`src/verilog/tmrc_pkg.sv`:
```
// Shared constants and types for the dual 8-bit timer/event counter.
// Assumes one system clock domain and an Avalon-MM register slave.
package tmrc_pkg;

  // ****************************************************************
  // Sizes
  // ****************************************************************
  localparam int CNT_W = 8;
  localparam int NUM_CNT = 2;
  localparam int ADDR_W = 5;
  localparam int DATA_W = 32;
  localparam int PSC_W = 7;
  localparam int NUM_SYNC = 3;

  // ****************************************************************
  // Register byte offsets
  // ****************************************************************
  localparam logic [ADDR_W-1:0] OFF_CNT0 = 5'h00;
  localparam logic [ADDR_W-1:0] OFF_CTL0 = 5'h04;
  localparam logic [ADDR_W-1:0] OFF_CNT1 = 5'h08;
  localparam logic [ADDR_W-1:0] OFF_CTL1 = 5'h0C;
  localparam logic [ADDR_W-1:0] OFF_MISC = 5'h10;
  localparam logic [ADDR_W-1:0] OFF_PINS = 5'h14;

  // ****************************************************************
  // Field positions, reset values, fixed counts
  // ****************************************************************
  localparam int MISC_PWM_BIT = 0;
  localparam int PINS_EV0_BIT = 0;
  localparam int PINS_EV1_BIT = 1;
  localparam int PINS_LXT_BIT = 2;
  localparam int SYNC_LXT = 2;
  localparam logic [7:0] CTL_RESET = 8'h08;
  localparam logic [7:0] CTL1_MASK = 8'hF8;
  localparam logic [CNT_W-1:0] CNT_FULL = 8'hFF;
  localparam logic [CNT_W-1:0] CNT_ZERO = 8'h00;
  localparam logic [CNT_W-1:0] CNT_STEP = 8'h01;
  localparam logic [PSC_W-1:0] PSC_STEP = 7'h01;
  localparam logic [1:0] INST_DIV_LAST = 2'h3;
  localparam logic [1:0] INST_DIV_STEP = 2'h1;

  // ****************************************************************
  // Types
  // ****************************************************************
  typedef enum logic [1:0] {
    MODE_NONE  = 2'h0,
    MODE_EVENT = 2'h1,
    MODE_TIMER = 2'h2,
    MODE_PWC   = 2'h3
  } tmrc_mode_t;

  // Same bit layout as the control byte seen by software
  typedef struct packed {
    tmrc_mode_t mode;
    logic src;
    logic run;
    logic edge_sel;
    logic [2:0] psc;
  } tmrc_ctrl_t;

  typedef enum logic [1:0] {
    BUS_IDLE = 2'h0,
    BUS_ACK  = 2'h1
  } tmrc_bus_t;

  typedef enum logic [2:0] {
    SEL_CNT0 = 3'h0,
    SEL_CTL0 = 3'h1,
    SEL_CNT1 = 3'h2,
    SEL_CTL1 = 3'h3,
    SEL_MISC = 3'h4,
    SEL_PINS = 3'h5,
    SEL_NONE = 3'h7
  } tmrc_sel_t;

endpackage

```
`src/verilog/tmrc_counter.sv`:
```
// One 8-bit up-counter with preload, mode decode and overflow pulse.
// Assumes pin_lvl is already synchronised and int_tick is one cycle.
`timescale 1ns/100ps

module tmrc_counter
  import tmrc_pkg::*;
(
  // Clock, reset, enable
  input wire logic clk_sys,
  input wire logic nrst,
  input wire logic ce,
  // Count sources
  input wire logic int_tick,
  input wire logic pin_lvl,
  // Configuration and preload write
  input wire tmrc_ctrl_t ctrl,
  input wire logic pl_we,
  input wire logic [CNT_W-1:0] pl_data,
  // Results
  output logic [CNT_W-1:0] count,
  output logic ovf
);

  // ****************************************************************
  // Count qualification
  // ****************************************************************
  logic pin_d_ff;
  logic [CNT_W-1:0] preload_ff;
  logic [CNT_W-1:0] count_ff;
  logic ovf_ff;
  logic inc;
  logic [CNT_W-1:0] reload;

  // Delayed pin level for edge detection
  always_ff @(posedge clk_sys or negedge nrst) begin
    if (!nrst) begin
      pin_d_ff <= 1'b0;
    end else if (ce) begin
      pin_d_ff <= pin_lvl;
    end
  end

  // Mode decode selects the advancing source
  always_comb begin
    inc = 1'b0;
    case (ctrl.mode)
      MODE_EVENT: inc = ctrl.edge_sel ? (pin_d_ff && !pin_lvl)
                                      : (!pin_d_ff && pin_lvl);
      MODE_TIMER: inc = int_tick;
      MODE_PWC: inc = int_tick && (pin_lvl == ctrl.edge_sel);
      default: inc = 1'b0;
    endcase
    inc = inc && ctrl.run;
  end

  // A write landing on an overflow cycle is the value reloaded
  assign reload = pl_we ? pl_data : preload_ff;

  // ****************************************************************
  // Preload and count registers
  // ****************************************************************
  // Preload has no reset: its power-up content is undefined
  always_ff @(posedge clk_sys) begin
    if (ce && pl_we) begin
      preload_ff <= pl_data;
    end
  end

  // Count advances by one and reloads past full
  always_ff @(posedge clk_sys or negedge nrst) begin
    if (!nrst) begin
      count_ff <= CNT_ZERO;
    end else if (ce) begin
      if (pl_we && !ctrl.run) begin
        count_ff <= pl_data;
      end else if (inc && count_ff == CNT_FULL) begin
        count_ff <= reload;
      end else if (inc) begin
        count_ff <= count_ff + CNT_STEP;
      end
    end
  end

  // One-cycle overflow request
  always_ff @(posedge clk_sys or negedge nrst) begin
    if (!nrst) begin
      ovf_ff <= 1'b0;
    end else if (ce) begin
      ovf_ff <= inc && count_ff == CNT_FULL && !(pl_we && !ctrl.run);
    end
  end

  assign count = count_ff;
  assign ovf = ovf_ff;

  // ****************************************************************
  // Checks
  // ****************************************************************
  cnt_step_a: assert property (@(posedge clk_sys) disable iff (!nrst)
    ce && inc && count_ff != CNT_FULL && !pl_we
    |=> count_ff == $past(count_ff) + CNT_STEP)
    else $error("count did not advance by one");

  ovf_reload_a: assert property (@(posedge clk_sys) disable iff (!nrst)
    ce && inc && count_ff == CNT_FULL && ctrl.run
    |=> ovf_ff && count_ff == $past(reload))
    else $error("overflow did not reload and flag");

  halt_hold_a: assert property (@(posedge clk_sys) disable iff (!nrst)
    ce && !ctrl.run && !pl_we |=> $stable(count_ff))
    else $error("stopped counter moved");

  load_off_a: assert property (@(posedge clk_sys) disable iff (!nrst)
    ce && pl_we && !ctrl.run |=> count_ff == $past(pl_data))
    else $error("preload write did not reach count");

  load_on_a: assert property (@(posedge clk_sys) disable iff (!nrst)
    ce && pl_we && ctrl.run && count_ff != CNT_FULL && !inc
    |=> $stable(count_ff))
    else $error("running count took preload early");

  no_mode_a: assert property (@(posedge clk_sys) disable iff (!nrst)
    ctrl.mode == MODE_NONE |-> !inc)
    else $error("counter advanced with no mode");

endmodule

```
`src/verilog/tmrc_top.sv`:
```
// Dual 8-bit timer/event counter with Avalon-MM register slave.
// Assumes event pins and crystal level are synchronous-safe via the
// local synchronisers and that ce stays high across a bus access.
`timescale 1ns/100ps

module tmrc_top
  import tmrc_pkg::*;
(
  // Clock, reset, enable
  input wire logic clk_sys,
  input wire logic nrst,
  input wire logic ce,
  // Avalon-MM slave
  input wire logic [ADDR_W-1:0] avs_address,
  input wire logic avs_read,
  input wire logic avs_write,
  input wire logic [DATA_W-1:0] avs_writedata,
  input wire logic [3:0] avs_byteenable,
  output logic [DATA_W-1:0] avs_readdata,
  output logic avs_waitrequest,
  // Outside inputs
  input wire logic counter0_event_pin,
  input wire logic counter1_event_pin,
  input wire logic low_freq_crystal_clock,
  // Overflow requests to the interrupt controller
  output logic counter0_ovf,
  output logic counter1_ovf
);

  // ****************************************************************
  // Declarations
  // ****************************************************************
  tmrc_bus_t bus_ff;
  logic wait_ff;
  logic [DATA_W-1:0] rdata_ff;
  tmrc_ctrl_t ctrl_ff [NUM_CNT];
  logic pwm_en_ff;
  logic [NUM_SYNC-1:0] sync1_ff;
  logic [NUM_SYNC-1:0] sync2_ff;
  logic [NUM_SYNC-1:0] raw_in;
  logic lxt_d_ff;
  logic [1:0] inst_div_ff;
  logic [PSC_W-1:0] psc_cnt_ff;
  logic lxt_tick;
  logic inst_tick;
  logic src0_tick;
  logic [NUM_CNT-1:0] int_tick;
  logic [NUM_CNT-1:0] pl_we;
  logic [NUM_CNT-1:0] ovf;
  logic [CNT_W-1:0] count [NUM_CNT];
  logic wr_go;
  tmrc_sel_t sel;
  logic [7:0] rd_byte;

  // ****************************************************************
  // Address decode
  // ****************************************************************
  // Shared by the read path and the write path
  function automatic tmrc_sel_t reg_sel(input logic [ADDR_W-1:0] addr);
    tmrc_sel_t s;
    s = SEL_NONE;
    case (addr)
      OFF_CNT0: s = SEL_CNT0;
      OFF_CTL0: s = SEL_CTL0;
      OFF_CNT1: s = SEL_CNT1;
      OFF_CTL1: s = SEL_CTL1;
      OFF_MISC: s = SEL_MISC;
      OFF_PINS: s = SEL_PINS;
      default: s = SEL_NONE;
    endcase
    return s;
  endfunction

  // Low mask of n ones; the prescaler fires when those bits are all set
  function automatic logic [PSC_W-1:0] psc_mask(input logic [2:0] code);
    logic [7:0] one_hot;
    logic [7:0] m;
    one_hot = 8'h01 << code;
    m = one_hot - 8'h01;
    return m[PSC_W-1:0];
  endfunction

  assign sel = reg_sel(avs_address);

  // ****************************************************************
  // Bus handshake
  // ****************************************************************
  // Each access: seen in IDLE, completed at the edge leaving ACK
  always_ff @(posedge clk_sys or negedge nrst) begin
    if (!nrst) begin
      bus_ff <= BUS_IDLE;
      wait_ff <= 1'b1;
    end else if (ce) begin
      case (bus_ff)
        BUS_IDLE: begin
          if (avs_read || avs_write) begin
            bus_ff <= BUS_ACK;
            wait_ff <= 1'b0;
          end
        end
        BUS_ACK: begin
          bus_ff <= BUS_IDLE;
          wait_ff <= 1'b1;
        end
        default: begin
          bus_ff <= BUS_IDLE;
          wait_ff <= 1'b1;
        end
      endcase
    end
  end

  // Writes take effect only at the edge where waitrequest is low
  assign wr_go = ce && bus_ff == BUS_ACK && avs_write && avs_byteenable[0];

  // Read mux; unmapped addresses and upper lanes read as zero
  always_comb begin
    rd_byte = 8'h00;
    case (sel)
      SEL_CNT0: rd_byte = count[0];
      SEL_CTL0: rd_byte = ctrl_ff[0];
      SEL_CNT1: rd_byte = count[1];
      SEL_CTL1: rd_byte = ctrl_ff[1] & CTL1_MASK;
      SEL_MISC: rd_byte[MISC_PWM_BIT] = pwm_en_ff;
      SEL_PINS: begin
        rd_byte[PINS_EV0_BIT] = sync2_ff[0];
        rd_byte[PINS_EV1_BIT] = sync2_ff[1];
        rd_byte[PINS_LXT_BIT] = sync2_ff[SYNC_LXT];
      end
      default: rd_byte = 8'h00;
    endcase
  end

  // Read data captured as waitrequest drops, held through ACK
  always_ff @(posedge clk_sys or negedge nrst) begin
    if (!nrst) begin
      rdata_ff <= '0;
    end else if (ce && bus_ff == BUS_IDLE && avs_read) begin
      rdata_ff <= {{(DATA_W-8){1'b0}}, rd_byte};
    end
  end

  // ****************************************************************
  // Control registers
  // ****************************************************************
  // Counter 1 has no prescaler, so its low three bits stay zero
  always_ff @(posedge clk_sys or negedge nrst) begin
    if (!nrst) begin
      ctrl_ff[0] <= CTL_RESET;
      ctrl_ff[1] <= CTL_RESET & CTL1_MASK;
    end else if (wr_go) begin
      if (sel == SEL_CTL0) begin
        ctrl_ff[0] <= avs_writedata[7:0];
      end
      if (sel == SEL_CTL1) begin
        ctrl_ff[1] <= avs_writedata[7:0] & CTL1_MASK;
      end
    end
  end

  // PWM enable lives here only for its effect on the counter 0 clock source
  always_ff @(posedge clk_sys or negedge nrst) begin
    if (!nrst) begin
      pwm_en_ff <= 1'b0;
    end else if (wr_go && sel == SEL_MISC) begin
      pwm_en_ff <= avs_writedata[MISC_PWM_BIT];
    end
  end

  // Preload writes go straight to the counters
  assign pl_we[0] = wr_go && sel == SEL_CNT0;
  assign pl_we[1] = wr_go && sel == SEL_CNT1;

  // ****************************************************************
  // Input synchronisers
  // ****************************************************************
  assign raw_in = {low_freq_crystal_clock, counter1_event_pin,
                   counter0_event_pin};

  // Stage one feeds stage two only; everything else reads stage two
  generate
    for (genvar i = 0; i < NUM_SYNC; i++) begin : g_sync
      always_ff @(posedge clk_sys or negedge nrst) begin
        if (!nrst) begin
          sync1_ff[i] <= 1'b0;
          sync2_ff[i] <= 1'b0;
        end else if (ce) begin
          sync1_ff[i] <= raw_in[i];
          sync2_ff[i] <= sync1_ff[i];
        end
      end
    end
  endgenerate

  // ****************************************************************
  // Clock sources and prescaler
  // ****************************************************************
  // Crystal counted on its high-to-low transition
  always_ff @(posedge clk_sys or negedge nrst) begin
    if (!nrst) begin
      lxt_d_ff <= 1'b0;
    end else if (ce) begin
      lxt_d_ff <= sync2_ff[SYNC_LXT];
    end
  end

  assign lxt_tick = lxt_d_ff && !sync2_ff[SYNC_LXT];

  // Instruction clock is one enable in four system cycles
  always_ff @(posedge clk_sys or negedge nrst) begin
    if (!nrst) begin
      inst_div_ff <= 2'h0;
    end else if (ce) begin
      inst_div_ff <= inst_div_ff + INST_DIV_STEP;
    end
  end

  assign inst_tick = inst_div_ff == INST_DIV_LAST;

  // PWM forces the system clock; otherwise the source bit decides
  assign src0_tick = (pwm_en_ff || !ctrl_ff[0].src) ? 1'b1
                                                      : lxt_tick;

  // Free-running prescaler; a tick every 2^code source ticks
  always_ff @(posedge clk_sys or negedge nrst) begin
    if (!nrst) begin
      psc_cnt_ff <= '0;
    end else if (ce && src0_tick) begin
      psc_cnt_ff <= psc_cnt_ff + PSC_STEP;
    end
  end

  assign int_tick[0] = ce && src0_tick
    && ((psc_cnt_ff & psc_mask(ctrl_ff[0].psc)) == psc_mask(ctrl_ff[0].psc));
  assign int_tick[1] = ce && (ctrl_ff[1].src ? lxt_tick : inst_tick);

  // ****************************************************************
  // Counters
  // ****************************************************************
  // Pin direction setup belongs to software, so pins are always watched
  generate
    for (genvar n = 0; n < NUM_CNT; n++) begin : g_cnt
      tmrc_counter u_cnt (
        .clk_sys (clk_sys),
        .nrst (nrst),
        .ce (ce),
        .int_tick (int_tick[n]),
        .pin_lvl (sync2_ff[n]),
        .ctrl (ctrl_ff[n]),
        .pl_we (pl_we[n]),
        .pl_data (avs_writedata[CNT_W-1:0]),
        .count (count[n]),
        .ovf (ovf[n])
      );
    end
  endgenerate

  // ****************************************************************
  // Outputs
  // ****************************************************************
  assign avs_readdata = rdata_ff;
  assign avs_waitrequest = wait_ff;
  assign counter0_ovf = ovf[0];
  assign counter1_ovf = ovf[1];

  // ****************************************************************
  // Checks
  // ****************************************************************
  wait_drop_a: assert property (@(posedge clk_sys) disable iff (!nrst)
    ce && bus_ff == BUS_IDLE && (avs_read || avs_write)
    |=> !avs_waitrequest)
    else $error("waitrequest did not drop");

  wait_once_a: assert property (@(posedge clk_sys) disable iff (!nrst)
    ce && !avs_waitrequest |=> avs_waitrequest)
    else $error("waitrequest low for more than one cycle");

  read_count_a: assert property (@(posedge clk_sys) disable iff (!nrst)
    ce && bus_ff == BUS_IDLE && avs_read && sel == SEL_CNT0
    |=> avs_readdata[CNT_W-1:0] == $past(count[0]))
    else $error("counter read did not return live count");

  pwm_src_a: assert property (@(posedge clk_sys) disable iff (!nrst)
    ce && pwm_en_ff && ctrl_ff[0].psc == 3'h0 |-> int_tick[0])
    else $error("PWM did not force system clock");

  quarter_clk_a: assert property (@(posedge clk_sys) disable iff (!nrst)
    ce && inst_tick && !ctrl_ff[1].src ##1 ce
    |-> !int_tick[1])
    else $error("quarter clock ticked twice in a row");

  pin_read_a: assert property (@(posedge clk_sys) disable iff (!nrst)
    ce && bus_ff == BUS_IDLE && avs_read && sel == SEL_PINS
    |=> avs_readdata[PINS_EV0_BIT] == $past(sync2_ff[0]))
    else $error("pin level not readable");

  sync_delay_a: assert property (@(posedge clk_sys) disable iff (!nrst)
    ce ##1 ce |-> sync2_ff[0] == $past(counter0_event_pin, 2))
    else $error("event pin not delayed two stages");

  ctl1_low_a: assert property (@(posedge clk_sys) disable iff (!nrst)
    ctrl_ff[1].psc == 3'h0)
    else $error("counter 1 holds prescale bits");

endmodule
```
`config.mk`:
```
export PLATFORM = sky130hd
export DESIGN_NAME = tmrc_top
export DESIGN_NICKNAME = d
export VERILOG_FILES = /design/src/verilog/tmrc_pkg.sv /design/src/verilog/tmrc_counter.sv /design/src/verilog/tmrc_top.sv
export SDC_FILE = /design/constraint.sdc
export NUM_CORES = 1
export LEC_CHECK = 0
export BUFFER_PORTS_ARGS = -buffer_cell sky130_fd_sc_hd__buf_2
export CAP_MARGIN = 25
export CELL_PAD_IN_SITES_DETAIL_PLACEMENT = 1
export CELL_PAD_IN_SITES_GLOBAL_PLACEMENT = 2
export CORE_MARGIN = 4
export CORE_UTILIZATION = 38
export CTS_CLUSTER_DIAMETER = 60
export DETAILED_ROUTE_END_ITERATION = 12
export PLACE_DENSITY = 0.82
export SYNTH_ARGS = -nofsm -noshare
export SYNTH_HDL_FRONTEND = slang
export SYNTH_SLANG_ARGS = --single-unit
```
`constraint.sdc`:
```
create_clock -name clk_sys -period 4.2 [get_ports clk_sys]
set_input_delay 0.84 -clock clk_sys [delete_from_list [all_inputs] [get_ports clk_sys]]
set_output_delay 0.84 -clock clk_sys [all_outputs]
set_load 0.01 [all_outputs]
```
==> Flow_metrics.wiki <==
{| class="wikitable"
! Metric !! Value
|-
| Max IR drop VDD || about 0.24 mV
|-
| Start-to-end type of the worst setup path || in2reg
|-
| Headroom to the max-slew limit || approximately a third
|-
| Post-Place Setup Slack || between 0.7 and 0.8 ns
|-
| Quantity of I/O buffers inserted on ports || 32
|-
| H-tree Lvls || 3
|-
| Boundary Pins || 84
|-
| Critical Path Sink Type || flip-flop
|-
| Number of setup violations in the final report || 0
|-
| Hold-fix buffers, CTS || 0
|-
| Period Utilization, post-route || approximately 72%
|-
| Crit path from || ce
|-
| Iter 0 DRT Violations || around 170
|-
| # Max-Cap Violations || 0
|-
| Status || complete, no violations
|-
| Count of cell types in the netlist || 67
|-
| Count of fill cells added during filler insertion || 1231
|-
| Critical R2R Launch || bus_ff[0]
|-
| Clock buffers created by TritonCTS || 9
|-
| Highest-delay cell along the critical path || buf_2
|-
| CTS tree || yes
|-
| Maximum clock frequency || between 0.3 and 0.4 GHz
|-
| Post-DP HPWL || about 8 mm
|-
| Multiplexer share of the synthesized area || a little under a tenth
|-
| Kind of start point of the critical path || input pin
|-
| Post-detailed-routing wire length || ~11 mm
|-
| Multi-input gate area in the final layout || ~0.0021 mm2
|-
| Post-synthesis share of cell area spent on xor and xnor gates || under 10%
|-
| Remaining Overflow, GRT || 0
|-
| Overall Global Routing Usage || between 10% and 20%
|-
| Ys Warns || 0
|-
| Count of final max-slew check failures || 0
|-
| Post-layout nets || about 480
|-
| First-pass GRT wire length || approximately 18 mm
|-
| Maximum number of pins on one net before global-route repair || 33
|-
| Residual DRC count || 0
|-
| Maximum fanout along the worst path || 23
|-
| Number of inserted diodes || 0
|-
| Crit path cell chain || buf_2 -> and4_1 -> nand3_4 -> nor2_4 -> o21ai_1 -> or2_1 -> o32a_1
|-
| Via count of the first global-routing pass || 3331
|-
| Fin crit period || 3.03 ns
|-
| Starting Density || between 30 and 40%
|-
| WP data arrival || 3.29 ns
|-
| CP delay by family, top || simple AND/OR/NAND/NOR gates
|-
| X dimension of the die || 113 um
|-
| Vias per std cell || approximately 5.5
|-
| Total die area || 0.0129 mm2
|-
| Count of endpoints failing hold in the final timing report || 0
|-
| Post-synth ARST share || about four fifths
|-
| Post-synth EDFFs || 16
|-
| Clock buffer depth || 2
|-
| Worst endpoint required time || between 4 and 5 ns
|-
| Unrepaired setup endpoints after global routing || no
|-
| Total number of vias || 3177
|-
| Area Growth Syn to Fin || 8.83%
|-
| Setup WS post-layout || approximately 1.2 ns
|-
| Number of synthesized register bits || 76
|-
| Dominant combinational cell family by area after synthesis || simple AND/OR/NAND/NOR gates
|-
| CTS root buf || clkbuf_8
|-
| Cell area after synthesis || 0.00422 mm2
|-
| Number of sinks on the clock net || 76
|-
| Cells after synthesis || ~400
|-
| 1st-pass router iterations || 4
|-
| Layout cells sized above 1 || 21.3%
|-
| Post-cts gate resize count || 0
|-
| Setup Fix Bufs, Post-CTS || 0
|-
| Compound-gate portion of the synthesized area || 15.9%
|-
| Core ar. || 0.0108 mm2
|-
| Path type of the worst min-delay path || reg2reg
|-
| Area fraction in and, or, nand and nor cells after synthesis || 16.1%
|-
| Area share of the largest cell type after synthesis || about a third
|-
| ANT nets after route || 0
|-
| Count of buffering cells on the critical path with inverters included || 1
|-
| Total negative slack for setup checks || 0 ns
|-
| Insertion delay of the later-clocked pin in the worst-skew pair || between 0.3 and 0.4 ns
|-
| Syn_area_per_cell || around 11 um2
|-
| Average detailed-routed wire length per instance || 19.3 um
|-
| Worst clock skew || around 0.011 ns
|-
| Power density relative to cell area || ~410 mW/mm2
|-
| Std-Cell Rows || 38
|-
| Min-delay src || inst_div_ff[0]
|-
| Sequential-to-total area share from yosys stat || 47.0%
|-
| Main flop type after synthesis || dfrtp_1
|-
| Clock-pin slew on the worst setup and hold paths || approximately 0.08 ns
|-
| Leakage component of the power || 1.96 nW
|-
| Largest cells by area after synthesis || dfrtp_1 34%, edfxtp_1 11%, mux2_2 7.5%
|-
| Cell accounting for the most synthesized area || dfrtp_1
|-
| Global placer's final weighted congestion || between 0.8 and 0.9
|-
| Sequential cell area || 0.00199 mm2
|-
| Share of synthesized cell area in full adder, half adder and majority cells || roughly 1.2%
|-
| Slew of the pin with the lowest slew margin || just under 1 ns
|-
| Die height || approximately 110 um
|-
| Antenna violations before repair || 0
|-
| Largest stage delay, worst path || 0.44 ns
|}
==> metal layers <==
layer,wire length [um],track usage (%),up-vias
li1,-,-,1497
met1,5080,24.8,1617
met2,5390,29.1,53
met3,503,5.15,10
met4,144,4.41,0
met5,0,0,-
==> kinds of logic after synthesis <==
group / after synthesis
simple gates: 127
compound gates: 92
mux: 36
flops: 76
buf+inv: 45
fa+ha+maj: 4
other cells: 1
xor+xnor: 18
==> through the flow <==
stage	power [W]	hold slack [ns]	std cells	util, %	area (um2)
global route	0.00201	0.508	576	42.4	4590
detailed placement	0.00139	0.462	560	40.8	4430
CTS	0.00191	0.486	576	42.4	4590
global placement	0.00137	0.456	560	40.8	4430
floorplan	0.00126	0.437	422	-	4310
finish	0.00188	0.481	576	42.4	4590
==> cells in the mapped netlist (4+ instances only) <==
cell type   n
a21o_1      7
a21oi_1    16
a221o_1     4
a22o_1      4
a22oi_1    11
and2_1      5
and3_1      4
buf_4      24
clkbuf_1    7
dfrtp_1    57
edfxtp_1   16
ha_1        4
inv_1       7
mux2_2     28
mux2i_1     7
nand2_1    31
nand2b_1    6
nand3_1    14
nand4_1     6
nor2_1     24
nor3_1     14
o21ai_0    13
o21ai_1     4
xnor2_1     9
xor2_1      9
==> report_power, final <==
group          switching, W  total (W)  leakage (nW)  internal [W]
combinational      0.000184   0.000362         0.959      0.000179
sequential         0.000142    0.00101         0.907      0.000864
clock              0.000289   0.000515        0.0889      0.000227
==> layout make-up <==
class,instances,share of cell area (%)
timing repair buffer,35,3.98
multi-input combinational,301,44.7
inverter,8,0.654
tap,140,3.81
clock inverter,5,0.599
sequential,76,43.2
clock buffer,11,3.08
==> worst paths after layout <==
path	endpoint	slack, ns	cells after the start
setup / recovery	g_cnt[0].u_cnt.count[6]	1.17	7
hold / removal	inst_div_ff[0]	0.48	1
setup reg to reg	g_cnt[0].u_cnt.count[6]	1.74	6
hold reg to reg	inst_div_ff[0]	0.48	1
max in group asynchronous	ctrl_ff[3]	2.73	2
min in group asynchronous	g_cnt[0].u_cnt.count[3]	0.54	1
==> registers in the layout (all words and copies together), names as in the netlist, 2 cells and up <==
register                cells
avs_readdata                8
g_cnt.u_cnt.ovf             2
g_cnt.u_cnt.preload_ff     16
sync2_ff                    3
ctrl_ff                    13
psc_cnt_ff                  7
sync1_ff                    3
g_cnt.u_cnt.count          16
g_cnt.u_cnt.pin_d_ff        2
inst_div_ff                 2
==> cells in the final DEF (no fill, tap or decap), types with 3 or more instances in the layout <==
cell      Yosys  routed
nand4_1       6       6
nand3_1      14      14
ha_1          4       4
nor4_1        3       3
a222oi_1      3       3
xnor2_1       9       9
nor2_1       24      24
dfstp_2       3       3
dfrtp_1      57      57
mux2i_1       7       7
o21ai_1       4       4
inv_1         7       7
o31ai_1       3       3
nand2_1      31      31
buf_2         3      32
buf_4        24       3
a21oi_1      16      16
a221o_1       4       4
mux2_2       28      28
a22oi_1      11      11
clkinv_2      0       4
edfxtp_1     16      16
o211ai_1      3       3
nand2b_1      6       6
and2_1        5       5
o21ai_0      13      13
a31oi_1       3       3
a21o_1        7       7
a22o_1        4       4
conb_1        1      24
and3_1        4       4
xor2_1        9       9
clkbuf_8      0      10
nor3_1       14      14
No activity file was read; power rests on OpenSTA's default activity.
